$ cat src/cp_pkg.sv
/*
  Shared constants and types for the cipher processor host control.
  Assumes a single clock domain; included by package name only.
*/
package cp_pkg;
  // Master port addresses
  localparam logic [2:0] ADDR_SHIFT = 3'h0;
  localparam logic [2:0] ADDR_STATUS = 3'h1;
  localparam logic [2:0] ADDR_PORT_CFG = 3'h2;
  localparam logic [2:0] ADDR_PROG_ADDR = 3'h3;
  localparam logic [2:0] ADDR_INSTR1 = 3'h4;
  localparam logic [2:0] ADDR_INSTR2 = 3'h5;
  localparam logic [2:0] ADDR_INSTR3 = 3'h6;
  // Status bit positions, and the input flag bit of the port configuration
  localparam int ST_KEY_REQ = 3;
  localparam int ST_IN_FULL = 4;
  localparam int ST_OUT_EMPTY = 5;
  localparam int ST_ACTIVITY = 6;
  localparam int ST_PARITY = 7;
  localparam int CFG_INPUT_FLAG = 7;
  // Port configuration codes, bit 7 excluded
  localparam logic [6:0] CFG_PAR_M_IN_S_OUT = 7'h04;
  localparam logic [6:0] CFG_PAR_S_IN_M_OUT = 7'h11;
  localparam logic [6:0] CFG_PAR_M_ONLY = 7'h01;
  localparam logic [6:0] CFG_SER_M_IN_S_OUT = 7'h28;
  localparam logic [6:0] CFG_SER_S_IN_M_OUT = 7'h62;
  localparam logic [6:0] CFG_MIX_M_IN_S_OUT = 7'h08;
  localparam logic [6:0] CFG_MIX_S_IN_M_OUT = 7'h61;
  // Program memory
  localparam int PC_W = 6;
  localparam int INSTR_W = 22;
  localparam int RAM_DEPTH = 32;
  localparam logic [5:0] START_IV_LOAD = 6'h06;
  localparam logic [5:0] START_KEY_LOAD = 6'h0b;
  localparam logic [5:0] START_SERIAL_KEY = 6'h10;
  localparam logic [5:0] RAM_BASE = 6'h20;
  // Transfer sizes and timing
  localparam int BLOCK_BYTES = 8;
  localparam int KEY_BITS = 64;
  localparam int CLKS_PER_INSTR = 2;
  // Reset values
  localparam logic [7:0] RST_PORT_CFG = 8'h00;
  localparam logic [5:0] RST_PROG_ADDR = 6'h00;
  localparam logic RST_BUF_FLAG = 1'b1;
  typedef enum logic [2:0] {
    CP_ROUTE_M_TO_S = 3'b001,
    CP_ROUTE_S_TO_M = 3'b010,
    CP_ROUTE_M_ONLY = 3'b100
  } cp_route_t;
endpackage

$ cat src/cp_div.sv
/*
  Instruction cycle divider: one-cycle tick every DIV clocks.
  Assumes DIV of at least 2.
*/
`timescale 1ns/1ps
module cp_div #(
  parameter int DIV = cp_pkg::CLKS_PER_INSTR
) (
  input wire logic clk,
  input wire logic rst,
  output logic tick
);
  logic [$clog2(DIV)-1:0] count;

  // Free running count
  always_ff @(posedge clk or posedge rst)
  begin
    if (rst)
    begin
      count <= '0;
      tick <= 1'b0;
    end
    else
    begin
      tick <= (count == $clog2(DIV)'(DIV - 1));
      if (count == $clog2(DIV)'(DIV - 1))
        count <= '0;
      else
        count <= count + 1'b1;
    end
  end
endmodule

$ cat src/cp_serial_key.sv
/*
  Serial key receiver: shifts key bits on falling key clock edges.
  Assumes key clock and data are synchronous to clk and slower than it.
*/
`timescale 1ns/1ps
module cp_serial_key #(
  parameter int BITS = cp_pkg::KEY_BITS
) (
  input wire logic clk,
  input wire logic rst,
  input wire logic enable,
  input wire logic key_serial_clock,
  input wire logic key_serial_data,
  output logic [BITS-1:0] key_word,
  output logic done
);
  logic sclk_prev;
  logic [$clog2(BITS):0] count;
  logic fall;

  assign fall = sclk_prev && !key_serial_clock;

  // Bits latched on falling edge, ignored after the last
  always_ff @(posedge clk or posedge rst)
  begin
    if (rst)
    begin
      sclk_prev <= 1'b0;
      count <= '0;
      key_word <= '0;
      done <= 1'b0;
    end
    else
    begin
      sclk_prev <= key_serial_clock;
      done <= 1'b0;
      if (!enable)
        count <= '0;
      else if (fall && count != ($clog2(BITS)+1)'(BITS))
      begin
        key_word <= {key_word[BITS-2:0], key_serial_data};
        count <= count + 1'b1;
        done <= (count == ($clog2(BITS)+1)'(BITS - 1));
      end
    end
  end
endmodule

$ cat src/cp_host_ctrl.sv
/*
  Host control of a microcoded cipher processor: status flags and pins,
  port routing, program address control, program RAM, shift registers.
  Assumes host strobes are one-cycle pulses synchronous to clk and that
  microcode op inputs come from the instruction decoder, valid on instr_en.
*/
`timescale 1ns/1ps
module cp_host_ctrl (
  input wire logic clk,
  input wire logic rst,
  input wire logic [2:0] master_addr,
  input wire logic master_read_strobe,
  input wire logic master_write_strobe,
  input wire logic [7:0] master_data_in,
  output logic [7:0] master_data_out,
  output logic master_data_oe,
  input wire logic [2:0] slave_addr,
  input wire logic slave_read_strobe,
  input wire logic slave_write_strobe,
  input wire logic [7:0] slave_data_in,
  output logic [7:0] slave_data_out,
  output logic slave_data_oe,
  input wire logic key_serial_clock,
  input wire logic key_serial_data,
  input wire logic op_set_buffer_flags,
  input wire logic op_clear_output_empty,
  input wire logic op_clear_input_full,
  input wire logic op_activity_set,
  input wire logic op_activity_clear,
  input wire logic op_serial,
  input wire logic op_key_write,
  input wire logic jump_valid,
  input wire logic [5:0] jump_addr,
  input wire logic [21:0] rom_word,
  input wire logic osr_load,
  input wire logic [63:0] osr_data,
  output logic instr_en,
  output logic [5:0] program_counter,
  output logic [21:0] instr_word,
  output logic input_flag,
  output logic [1:0] key_select,
  output logic [63:0] isr_data,
  output logic key_load_strobe,
  output logic [63:0] key_load_data,
  output logic master_flag_a,
  output logic master_flag_b,
  output logic slave_flag,
  output logic activity_pin,
  output logic key_request_n,
  output logic parity_fail_n
);
  logic [7:0] port_cfg;
  logic [5:0] prog_addr;
  logic load_pending;
  logic input_full;
  logic output_empty;
  logic activity;
  logic key_request;
  logic parity_fail;
  logic [63:0] output_shift_reg;
  logic [2:0] isr_count;
  logic [2:0] osr_count;
  logic [21:0] ram [cp_pkg::RAM_DEPTH];
  logic [63:0] serial_word;
  logic serial_done;
  cp_pkg::cp_route_t route;
  logic mode_wr;
  logic in_wr;
  logic [7:0] in_byte;
  logic out_rd;
  logic isr_take;
  logic isr_last;
  logic osr_take;
  logic osr_last;
  logic ram_sel;
  logic [21:0] ram_word;
  logic [5:0] next_pc;
  logic [7:0] status;

  function automatic cp_pkg::cp_route_t route_of(input logic [6:0] code);
    case (code)
      cp_pkg::CFG_PAR_M_IN_S_OUT, cp_pkg::CFG_SER_M_IN_S_OUT, cp_pkg::CFG_MIX_M_IN_S_OUT:
        route_of = cp_pkg::CP_ROUTE_M_TO_S;
      cp_pkg::CFG_PAR_S_IN_M_OUT, cp_pkg::CFG_SER_S_IN_M_OUT, cp_pkg::CFG_MIX_S_IN_M_OUT:
        route_of = cp_pkg::CP_ROUTE_S_TO_M;
      default:
        route_of = cp_pkg::CP_ROUTE_M_ONLY;
    endcase
  endfunction

  function automatic logic even_byte_parity(input logic [63:0] w);
    even_byte_parity = 1'b0;
    for (int i = 0; i < cp_pkg::BLOCK_BYTES; i++)
      if (!(^w[8*i +: 8]))
        even_byte_parity = 1'b1;
  endfunction

  cp_div #(.DIV(cp_pkg::CLKS_PER_INSTR)) u_div (
    .clk(clk),
    .rst(rst),
    .tick(instr_en)
  );

  cp_serial_key #(.BITS(cp_pkg::KEY_BITS)) u_serial (
    .clk(clk),
    .rst(rst),
    .enable(key_request),
    .key_serial_clock(key_serial_clock),
    .key_serial_data(key_serial_data),
    .key_word(serial_word),
    .done(serial_done)
  );

  // Port routing and access decode
  assign route = route_of(port_cfg[6:0]);
  assign mode_wr = master_write_strobe && master_addr == cp_pkg::ADDR_PROG_ADDR;
  assign ram_sel = prog_addr[5];
  assign ram_word = ram[prog_addr[4:0]];
  assign input_flag = port_cfg[cp_pkg::CFG_INPUT_FLAG];

  always_comb
  begin
    in_wr = 1'b0;
    in_byte = master_data_in;
    out_rd = 1'b0;
    if (route == cp_pkg::CP_ROUTE_S_TO_M)
    begin
      in_wr = slave_write_strobe && slave_addr == cp_pkg::ADDR_SHIFT;
      in_byte = slave_data_in;
      out_rd = master_read_strobe && master_addr == cp_pkg::ADDR_SHIFT;
    end
    else
    begin
      in_wr = master_write_strobe && master_addr == cp_pkg::ADDR_SHIFT;
      if (route == cp_pkg::CP_ROUTE_M_TO_S)
        out_rd = slave_read_strobe && slave_addr == cp_pkg::ADDR_SHIFT;
      else
        out_rd = master_read_strobe && master_addr == cp_pkg::ADDR_SHIFT;
    end
  end

  assign isr_take = in_wr && !input_full;
  assign isr_last = isr_take && isr_count == 3'(cp_pkg::BLOCK_BYTES - 1);
  assign osr_take = out_rd && !output_empty;
  assign osr_last = osr_take && osr_count == 3'(cp_pkg::BLOCK_BYTES - 1);

  assign status = {parity_fail, activity, output_empty, input_full, key_request, 1'b0,
    key_select};

  // Flag pins follow routing
  always_comb
  begin
    master_flag_a = output_empty;
    master_flag_b = input_full;
    slave_flag = 1'b0;
    case (route)
      cp_pkg::CP_ROUTE_M_TO_S:
      begin
        master_flag_a = input_full;
        master_flag_b = 1'b0;
        slave_flag = output_empty;
      end
      cp_pkg::CP_ROUTE_S_TO_M:
      begin
        master_flag_a = output_empty;
        master_flag_b = 1'b0;
        slave_flag = input_full;
      end
      default:
      begin
        master_flag_a = output_empty;
        master_flag_b = input_full;
      end
    endcase
  end

  assign activity_pin = activity;
  assign key_request_n = !key_request;
  assign parity_fail_n = !parity_fail;

  // Master-only configuration registers
  always_ff @(posedge clk or posedge rst)
  begin
    if (rst)
    begin
      port_cfg <= cp_pkg::RST_PORT_CFG;
      prog_addr <= cp_pkg::RST_PROG_ADDR;
      key_select <= 2'h0;
    end
    else if (master_write_strobe)
    begin
      if (master_addr == cp_pkg::ADDR_PORT_CFG)
        port_cfg <= master_data_in;
      if (master_addr == cp_pkg::ADDR_PROG_ADDR)
        prog_addr <= master_data_in[5:0];
      if (master_addr == cp_pkg::ADDR_STATUS)
        key_select <= master_data_in[1:0];
    end
  end

  // Program RAM byte writes
  always_ff @(posedge clk)
  begin
    if (master_write_strobe && ram_sel)
    begin
      if (master_addr == cp_pkg::ADDR_INSTR1)
        ram[prog_addr[4:0]][7:0] <= master_data_in;
      if (master_addr == cp_pkg::ADDR_INSTR2)
        ram[prog_addr[4:0]][15:8] <= master_data_in;
      if (master_addr == cp_pkg::ADDR_INSTR3)
        ram[prog_addr[4:0]][21:16] <= master_data_in[5:0];
    end
  end

  // Program counter
  always_comb
  begin
    if (load_pending)
      next_pc = prog_addr;
    else if (jump_valid)
      next_pc = jump_addr;
    else
      next_pc = program_counter + 6'h01;
  end

  always_ff @(posedge clk or posedge rst)
  begin
    if (rst)
    begin
      load_pending <= 1'b0;
      program_counter <= cp_pkg::RST_PROG_ADDR;
      instr_word <= '0;
    end
    else
    begin
      if (mode_wr)
        load_pending <= 1'b1;
      else if (instr_en)
        load_pending <= 1'b0;
      if (instr_en)
        program_counter <= next_pc;
      instr_word <= program_counter[5] ? ram[program_counter[4:0]] : rom_word;
    end
  end

  // Buffer flags: set wins over clear
  always_ff @(posedge clk or posedge rst)
  begin
    if (rst)
    begin
      input_full <= cp_pkg::RST_BUF_FLAG;
      output_empty <= cp_pkg::RST_BUF_FLAG;
    end
    else
    begin
      if (mode_wr || (instr_en && op_set_buffer_flags) || isr_last || serial_done)
        input_full <= 1'b1;
      else if (instr_en && op_clear_input_full)
        input_full <= 1'b0;
      if (mode_wr || (instr_en && op_set_buffer_flags) || osr_last)
        output_empty <= 1'b1;
      else if (instr_en && op_clear_output_empty)
        output_empty <= 1'b0;
    end
  end

  // Input shift register
  always_ff @(posedge clk or posedge rst)
  begin
    if (rst)
    begin
      isr_data <= '0;
      isr_count <= 3'h0;
    end
    else if (serial_done)
      isr_data <= serial_word;
    else if (mode_wr || (instr_en && op_clear_input_full))
      isr_count <= 3'h0;
    else if (isr_take)
    begin
      isr_data <= {isr_data[55:0], in_byte};
      isr_count <= isr_count + 3'h1;
    end
  end

  // Output shift register, most significant byte first
  always_ff @(posedge clk or posedge rst)
  begin
    if (rst)
    begin
      output_shift_reg <= '0;
      osr_count <= 3'h0;
    end
    else if (osr_load)
    begin
      output_shift_reg <= osr_data;
      osr_count <= 3'h0;
    end
    else if (osr_take)
    begin
      output_shift_reg <= {output_shift_reg[55:0], 8'h00};
      osr_count <= osr_count + 3'h1;
    end
  end

  // Activity, key request, parity
  always_ff @(posedge clk or posedge rst)
  begin
    if (rst)
    begin
      activity <= 1'b0;
      key_request <= 1'b0;
      parity_fail <= 1'b0;
      key_load_strobe <= 1'b0;
      key_load_data <= '0;
    end
    else
    begin
      key_load_strobe <= instr_en && op_key_write;
      if (instr_en && op_activity_set)
        activity <= 1'b1;
      else if (instr_en && op_activity_clear)
        activity <= 1'b0;
      if (instr_en && op_activity_set && op_serial)
        key_request <= 1'b1;
      else if (instr_en && op_activity_clear)
        key_request <= 1'b0;
      if (instr_en && op_key_write)
      begin
        parity_fail <= even_byte_parity(isr_data);
        key_load_data <= isr_data;
      end
    end
  end

  // Read data, registered
  always_ff @(posedge clk or posedge rst)
  begin
    if (rst)
    begin
      master_data_out <= 8'h00;
      master_data_oe <= 1'b0;
      slave_data_out <= 8'h00;
      slave_data_oe <= 1'b0;
    end
    else
    begin
      master_data_oe <= master_read_strobe;
      slave_data_oe <= slave_read_strobe;
      if (master_read_strobe)
        case (master_addr)
          cp_pkg::ADDR_SHIFT: master_data_out <= osr_take ? output_shift_reg[63:56] : 8'h00;
          cp_pkg::ADDR_STATUS: master_data_out <= status;
          cp_pkg::ADDR_PORT_CFG: master_data_out <= port_cfg;
          cp_pkg::ADDR_PROG_ADDR: master_data_out <= {2'h0, prog_addr};
          cp_pkg::ADDR_INSTR1: master_data_out <= ram_sel ? ram_word[7:0] : 8'h00;
          cp_pkg::ADDR_INSTR2: master_data_out <= ram_sel ? ram_word[15:8] : 8'h00;
          cp_pkg::ADDR_INSTR3: master_data_out <= ram_sel ? {2'h0, ram_word[21:16]} : 8'h00;
          default: master_data_out <= 8'h00;
        endcase
      if (slave_read_strobe)
        case (slave_addr)
          cp_pkg::ADDR_SHIFT: slave_data_out <= osr_take ? output_shift_reg[63:56] : 8'h00;
          cp_pkg::ADDR_STATUS: slave_data_out <= status;
          default: slave_data_out <= 8'h00;
        endcase
    end
  end
endmodule

$ cat config.mk
export PLATFORM = sky130hd
export DESIGN_NAME = cp_host_ctrl
export DESIGN_NICKNAME = d
export VERILOG_FILES = /design/src/cp_pkg.sv /design/src/cp_div.sv /design/src/cp_serial_key.sv /design/src/cp_host_ctrl.sv
export SDC_FILE = /design/constraint.sdc
export NUM_CORES = 2
export LEC_CHECK = 0
export BUFFER_PORTS_ARGS = -buffer_cell sky130_fd_sc_hd__buf_4
export CAP_MARGIN = 30
export CORE_ASPECT_RATIO = 1.75
export CORE_MARGIN = 2
export CORE_UTILIZATION = 55
export DETAILED_ROUTE_END_ITERATION = 10
export MAX_ROUTING_LAYER = met4
export PLACE_DENSITY = 0.84
export SETUP_SLACK_MARGIN = 0.2
export SLEW_MARGIN = 20
export SYNTH_ARGS = -nofsm -noshare
export SYNTH_HDL_FRONTEND = slang
export SYNTH_SLANG_ARGS = --single-unit
$ cat constraint.sdc
create_clock -name clk -period 12.64 [get_ports clk]
set_clock_uncertainty 0.2 [all_clocks]
set_input_delay 1.264 -clock clk [delete_from_list [all_inputs] [get_ports clk]]
set_output_delay 1.264 -clock clk [all_outputs]
set_load 0.02 [all_outputs]
======== After elaboration in Yosys (flattened, before gate mapping) ========
Memories as Yosys holds them, arrays and structs flattened.
Cells that the tools add are included.
cells by class
  shift-type cells ........................ 0
  divide/modulo/power cells ............... 0
  multiply operators ...................... 0
  add/subtract/negate cells ............... 5
  reduce and logical (&&, ||, !) cells .... 56
  mux-type cells .......................... 57
  equal/unequal tests ..................... 21
  bitwise operators ....................... 1
  magnitude comparators ................... 0
operator list
  operator             number
  $mux 64              5
  $reduce_xor 8->1     8
  $pmux 8 s7           1
  $mux 1               34
  $mux 8               4
  $mux 22              1
  $logic_and 1x1->1    19
  $mux 6               3
  $pmux 8 s2           1
  $reduce_bool 2->1    8
  $eq 3x3->1 const B   5
  $eq 7x6->1 const B   2
  $eq 7x7->1 const B   2
  $mux 7               2
  $mux 3               4
  $reduce_and 2->1     6
  $eq 3x1->1 const B   3
  $eq 3x2->1 const B   3
  $add 7x1->7 const B  1
  $eq 7x3->1 const B   1
  $eq 7x4->1 const B   1
  $eq 7x5->1 const B   1
  $ne 7x7->1 const B   1
  $add 3x1->3 const B  2
  other kinds (11)     22
word-level totals
  word-level logic and storage cells ...... 168
  register bits ........................... 342
  ROM bits ................................ 0
  memories kept ........................... 1
  latch bits .............................. 0
  RAM bits ................................ 704
memory list
  memory  depth  width  read ports  clocked after Yosys merged registers in  wr ports  line                source
  ram     32     22     2           0                                        1         cp_host_ctrl.sv:63  logic [21:0] ram [cp_pkg::RAM_DEPTH];

======== Logic depth before layout (Yosys ltp) ========
  word-level depth ........................ 10
  mapped depth ............................ 15
  depth with buffers taken out ............ 13

======== Modules after synthesis ========
A second synthesis with hierarchy kept.
unflattened totals
  cells, all modules ...................... 2914
  area, all modules ....................... 47798.3 µm²
modules (own cells, without submodules)
  module         cells an instance  seq. area each (µm²)  area each (µm²)  instances
  cp_host_ctrl   2726               27824.2               44861.8          1
  cp_serial_key  184                1826.8                2879.0           1
  cp_div         4                  50.0                  57.6             1

======== Least setup slack after synthesis ========
Ideal clock, no wire load.
  path kind ............................... input-to-reg
  from .................................... in master_addr[0]
  to ...................................... mem ram[10][10], enable pin
  setup slack ............................. 9212 ps
  buffers on the path ..................... 3
  arrival time ............................ 2857 ps
  stages .................................. 7
  cell sequence ........................... buf_2 -> nor2b_1 -> and2_1 -> clkbuf_1 -> nand3_1 -> clkbuf_1 -> nor2_1
between the ends
  longest elaborated chain between the ends .. 4
RTL lines
  element                       line                 source
  start: declaration            cp_host_ctrl.sv:11   input wire logic [2:0] master_addr,
  $eq 3x3->1                    cp_host_ctrl.sv:208  if (master_addr == cp_pkg::ADDR_INSTR2)
  $mux 1                        cp_host_ctrl.sv:208
  $mux 1                        cp_host_ctrl.sv:204  if (master_write_strobe && ram_sel)
  $mux 1 (not written as such)  cp_host_ctrl.sv:209  ram[prog_addr[4:0]][15:8] <= master_data_in;
  end: declaration              cp_host_ctrl.sv:63
Every way passes these cells.

======== Worst setup path after layout ========
  from .................................... reg prog_addr[1]
  to ...................................... mem ram[6][2], enable pin
RTL lines
  element                   line                 source
  start: declaration        cp_host_ctrl.sv:53   logic [5:0] prog_addr;
  start signal: assignment  cp_host_ctrl.sv:187  prog_addr <= cp_pkg::RST_PROG_ADDR;
  start signal: assignment  cp_host_ctrl.sv:195  prog_addr <= master_data_in[5:0];
No word-level cell before the write port.

==> metrics.md <==
| Metric | Value |
|---|---|
| Yosys top cell by area | `edfxtp_1` |
| Most instantiated cells after synthesis | `edfxtp_1 (704), mux2i_1 (429), dfrtp_1 (340), mux4_2 (255), nand2_1 (220)` |
| Clock latency on the worst-skew pair | `0.73 ns` |
| Fin nets | `3495` |
| Placed Area | `51400 um2` |
| Total Routing Usage GR | `39.7%` |
| # setup viols final | `0` |
| Post-synth cell types | `67` |
| Initial antenna violation count | `9` |
| Drt pass-1 iters | `9` |
| Final Cycle Share | `between 40% and 50%` |
| Setup Total Neg Slack | `0 ns` |
| Total power | `9090 uW` |
| CTS Hold Bufs | `0` |
| Layout Area Growth over Synthesis | `13.7%` |
| Yosys warns | `0` |
| Post-CTS Setup Inserts | `0` |
| CTS Buf Count | `between 90 and 100` |
| Post-synth EDFFs | `roughly 700` |
| IO buf count | `315` |
| Area share of the largest cell type after synthesis | `43.9%` |
| Vias in the first global route | `~33k` |
| Cell Pwr Density | `around 170 nW/um2` |
| XOR/XNOR Fraction of Synth Area | `under 10%` |
| Area of the mapped netlist | `48100 um2` |
| RSZ-0062 raised after global routing | `false` |
| Initial core utilization | `55.4%` |
| Outcome | `finished, final reports clean` |
| Die Ht | `approximately 400 um` |
| Lkg Pwr | `0.0197 uW` |
| Top_reg_cell synth | `edfxtp_1` |
| Slowest stage delay, CP | `around 1.0 ns` |
| Fin. max-slew vios | `0` |
| Final Cell Area | `54700 um2` |
| Multiplexer area fraction after synthesis | `24.4%` |
| Post-CTS Resized | `0` |
| Post-DP HPWL | `113000 um` |
| Worst Path Max Fanout | `127` |
| WL/cell | `around 37 um` |
| Placer congestion estimate | `1.15` |
| Largest register FFs | `704` |
| Critical-path top delay cell | `dfrtp_4` |
| CTS Root Cell | `clkbuf_16` |
| CTS tree | `yes` |
| Worst-path clk slew | `0.07 ns` |
| DRT Wirelength | `169000 um` |
| Max cap viols | `0` |
| Worst Path Class, Setup | `reg -> reg` |
| H-tree Lvls | `3` |
| Seq/Total Area, Yosys | `61.7%` |
| First-pass GRT wire length | `239000 um` |
| Die ar. | `90000 um2` |
| Crit-path cells | `buf_12 > buf_4 > nor2b_1 > nand2_1 > nor2_1` |
| Post-layout min period | `5.45 ns` |
| Pre-CTS WS | `roughly 7.5 ns` |
| Deepest clock path buffer count | `3` |
| Worst Path Required | `12.78 ns` |
| Post-Synth Adder-Cell Area | `0.234%` |
| ANT nets after route | `0` |
| Synth Area per Inst | `15.5 um2` |
| CP arrival | `5.60 ns` |
| PnR worst setup slack | `~7 ns` |
| Residual DRC | `0` |
| Synth Register Bits | `1046` |
| Via count | `32.5k` |
| Compound-gate portion of the synthesized area | `under 10%` |
| Most frequent cell after synthesis | `edfxtp_1` |
| Post-Syn Nets | `3246` |
| Relative max-transition margin | `17.2%` |
| Row count | `143` |
| CP startpoint kind | `flop` |
| Width of the die | `228 um` |
| Area contributors post-synth | `edfxtp_1 (44%), dfrtp_1 (18%), mux4_2 (12%)` |
| Reg-to-reg setup timing slack | `7.19 ns` |
| Ports | `316` |
| Max Freq | `0.183 GHz` |
| Final number of hold-violating endpoints | `0` |
| FFs w/ async S/R, synth | `32.7%` |
| Final design utilization | `63.0%` |
| Largest net degree at the start of global routing | `approximately 160` |
| Clk sink count | `1046` |
| Core area | `about 87000 um2` |
| Top Family by Delay on Critical Path | `simple AND/OR/NAND/NOR gates` |
| CP endpoint kind | `flop` |
| Simple-Gate Fraction of Synth Area | `4.81%` |
| Vias per inst | `around 7` |
| Tightest Hold Check Type | `reg -> reg` |
| Critical path buffers and inverters | `2` |
| Largest family of logic cells by synthesized area | `multiplexers` |
| Grt ovf | `0` |
| Fraction of layout cells with a size suffix above 1 | `27.9%` |
| Max VDD drop | `around 0.16 mV` |
| Starting DRT DRC Count | `4955` |
| Worst-margin pin slew | `1.24 ns` |
| Cell count after synthesis | `3106` |
-- cell families (layout without fill, tap and decap cells) --
logic type	after synthesis	in the layout
and+or+nand+nor	499	499
muxes	836	836
AOI/OAI and AO/OA	409	409
DFF	1046	1046
adders and majority gates	9	9
xor gates and xnor gates	68	68
other	0	10
buffers and inverters	239	566
-- per-stage QoR --
step / hold slack [ns] / std cells
after CTS: 0.205 / 4582
after floorplan: 0.154 / 3106
after global routing: 0.203 / 4601
after detailed placement: 0.183 / 4411
after global placement: 0.182 / 4408
final: 0.198 / 4603
-- cell usage in the layout, fill, tap and decap left out, drive strengths merged, types with 5 or more instances in the layout --
cell type / synthesis / layout
diode: 0 / 10
nor2b: 14 / 14
nor2: 148 / 148
clkinv: 2 / 28
nor3: 6 / 6
dfrtp: 340 / 340
or4b: 5 / 5
and3: 6 / 6
mux4: 255 / 255
nand4: 12 / 12
nand4bb: 6 / 6
xor2: 17 / 17
a221o: 8 / 8
buf: 122 / 376
mux2: 152 / 152
bufinv: 0 / 11
xnor2: 51 / 51
edfxtp: 704 / 704
clkbuf: 99 / 122
nand2: 220 / 220
a22o: 8 / 8
o22ai: 141 / 141
nand3: 11 / 11
inv: 16 / 24
mux2i: 429 / 429
a221oi: 7 / 7
nand4b: 6 / 6
nor3b: 7 / 7
o21ai: 156 / 156
clkinvlp: 0 / 5
nor4: 35 / 35
and2: 5 / 5
a21oi: 45 / 45
ha: 9 / 9
a22oi: 23 / 23
-- path summary, 6_finish.rpt --
kind / cells past startpoint / endpoint / startpoint
min reg2reg: 0 / u_div.tick$_DFF_PP0_ / u_div.count$_DFF_PP0_
max: 5 / ram[6][2]$_DFFE_PP_ / prog_addr[1]$_DFFE_PP0P_
min in group asynchronous: 2 / isr_data[49]$_DFFE_PP0P_ / rst
max in group asynchronous: 4 / prog_addr[1]$_DFFE_PP0P_ / rst
min: 0 / u_div.tick$_DFF_PP0_ / u_div.count$_DFF_PP0_
max reg2reg: 5 / ram[6][2]$_DFFE_PP_ / prog_addr[1]$_DFFE_PP0P_
-- metal layers --
layer	up-vias	global-route usage [%]	part of all wire (%)	wire length, um
met3	861	13.4	12	20000
met1	16200	41.9	30	50300
met2	2815	60.3	47	79800
met4	0	32.1	11	19200
met5	-	-	0	0
li1	12700	-	-	-
-- cell type report --
cell class                      instances  area (um2)
Fill cell                            6035       32100
Timing Repair Buffer                  377        3010
Clock inverter                         50         623
Clock buffer                          121        2490
Tap cell                             1160        1450
Antenna cell                           10        25.0
Inverter                               18        75.1
Multi-Input combinational cell       1821       17300
Sequential cell                      1046       29700
-- power by group --
group / internal, uW / switching [uW]
clock network: 1630 / 1330
logic: 889 / 1280
registers: 3770 / 194
Note: power is estimated with default switching activity, not from simulation.
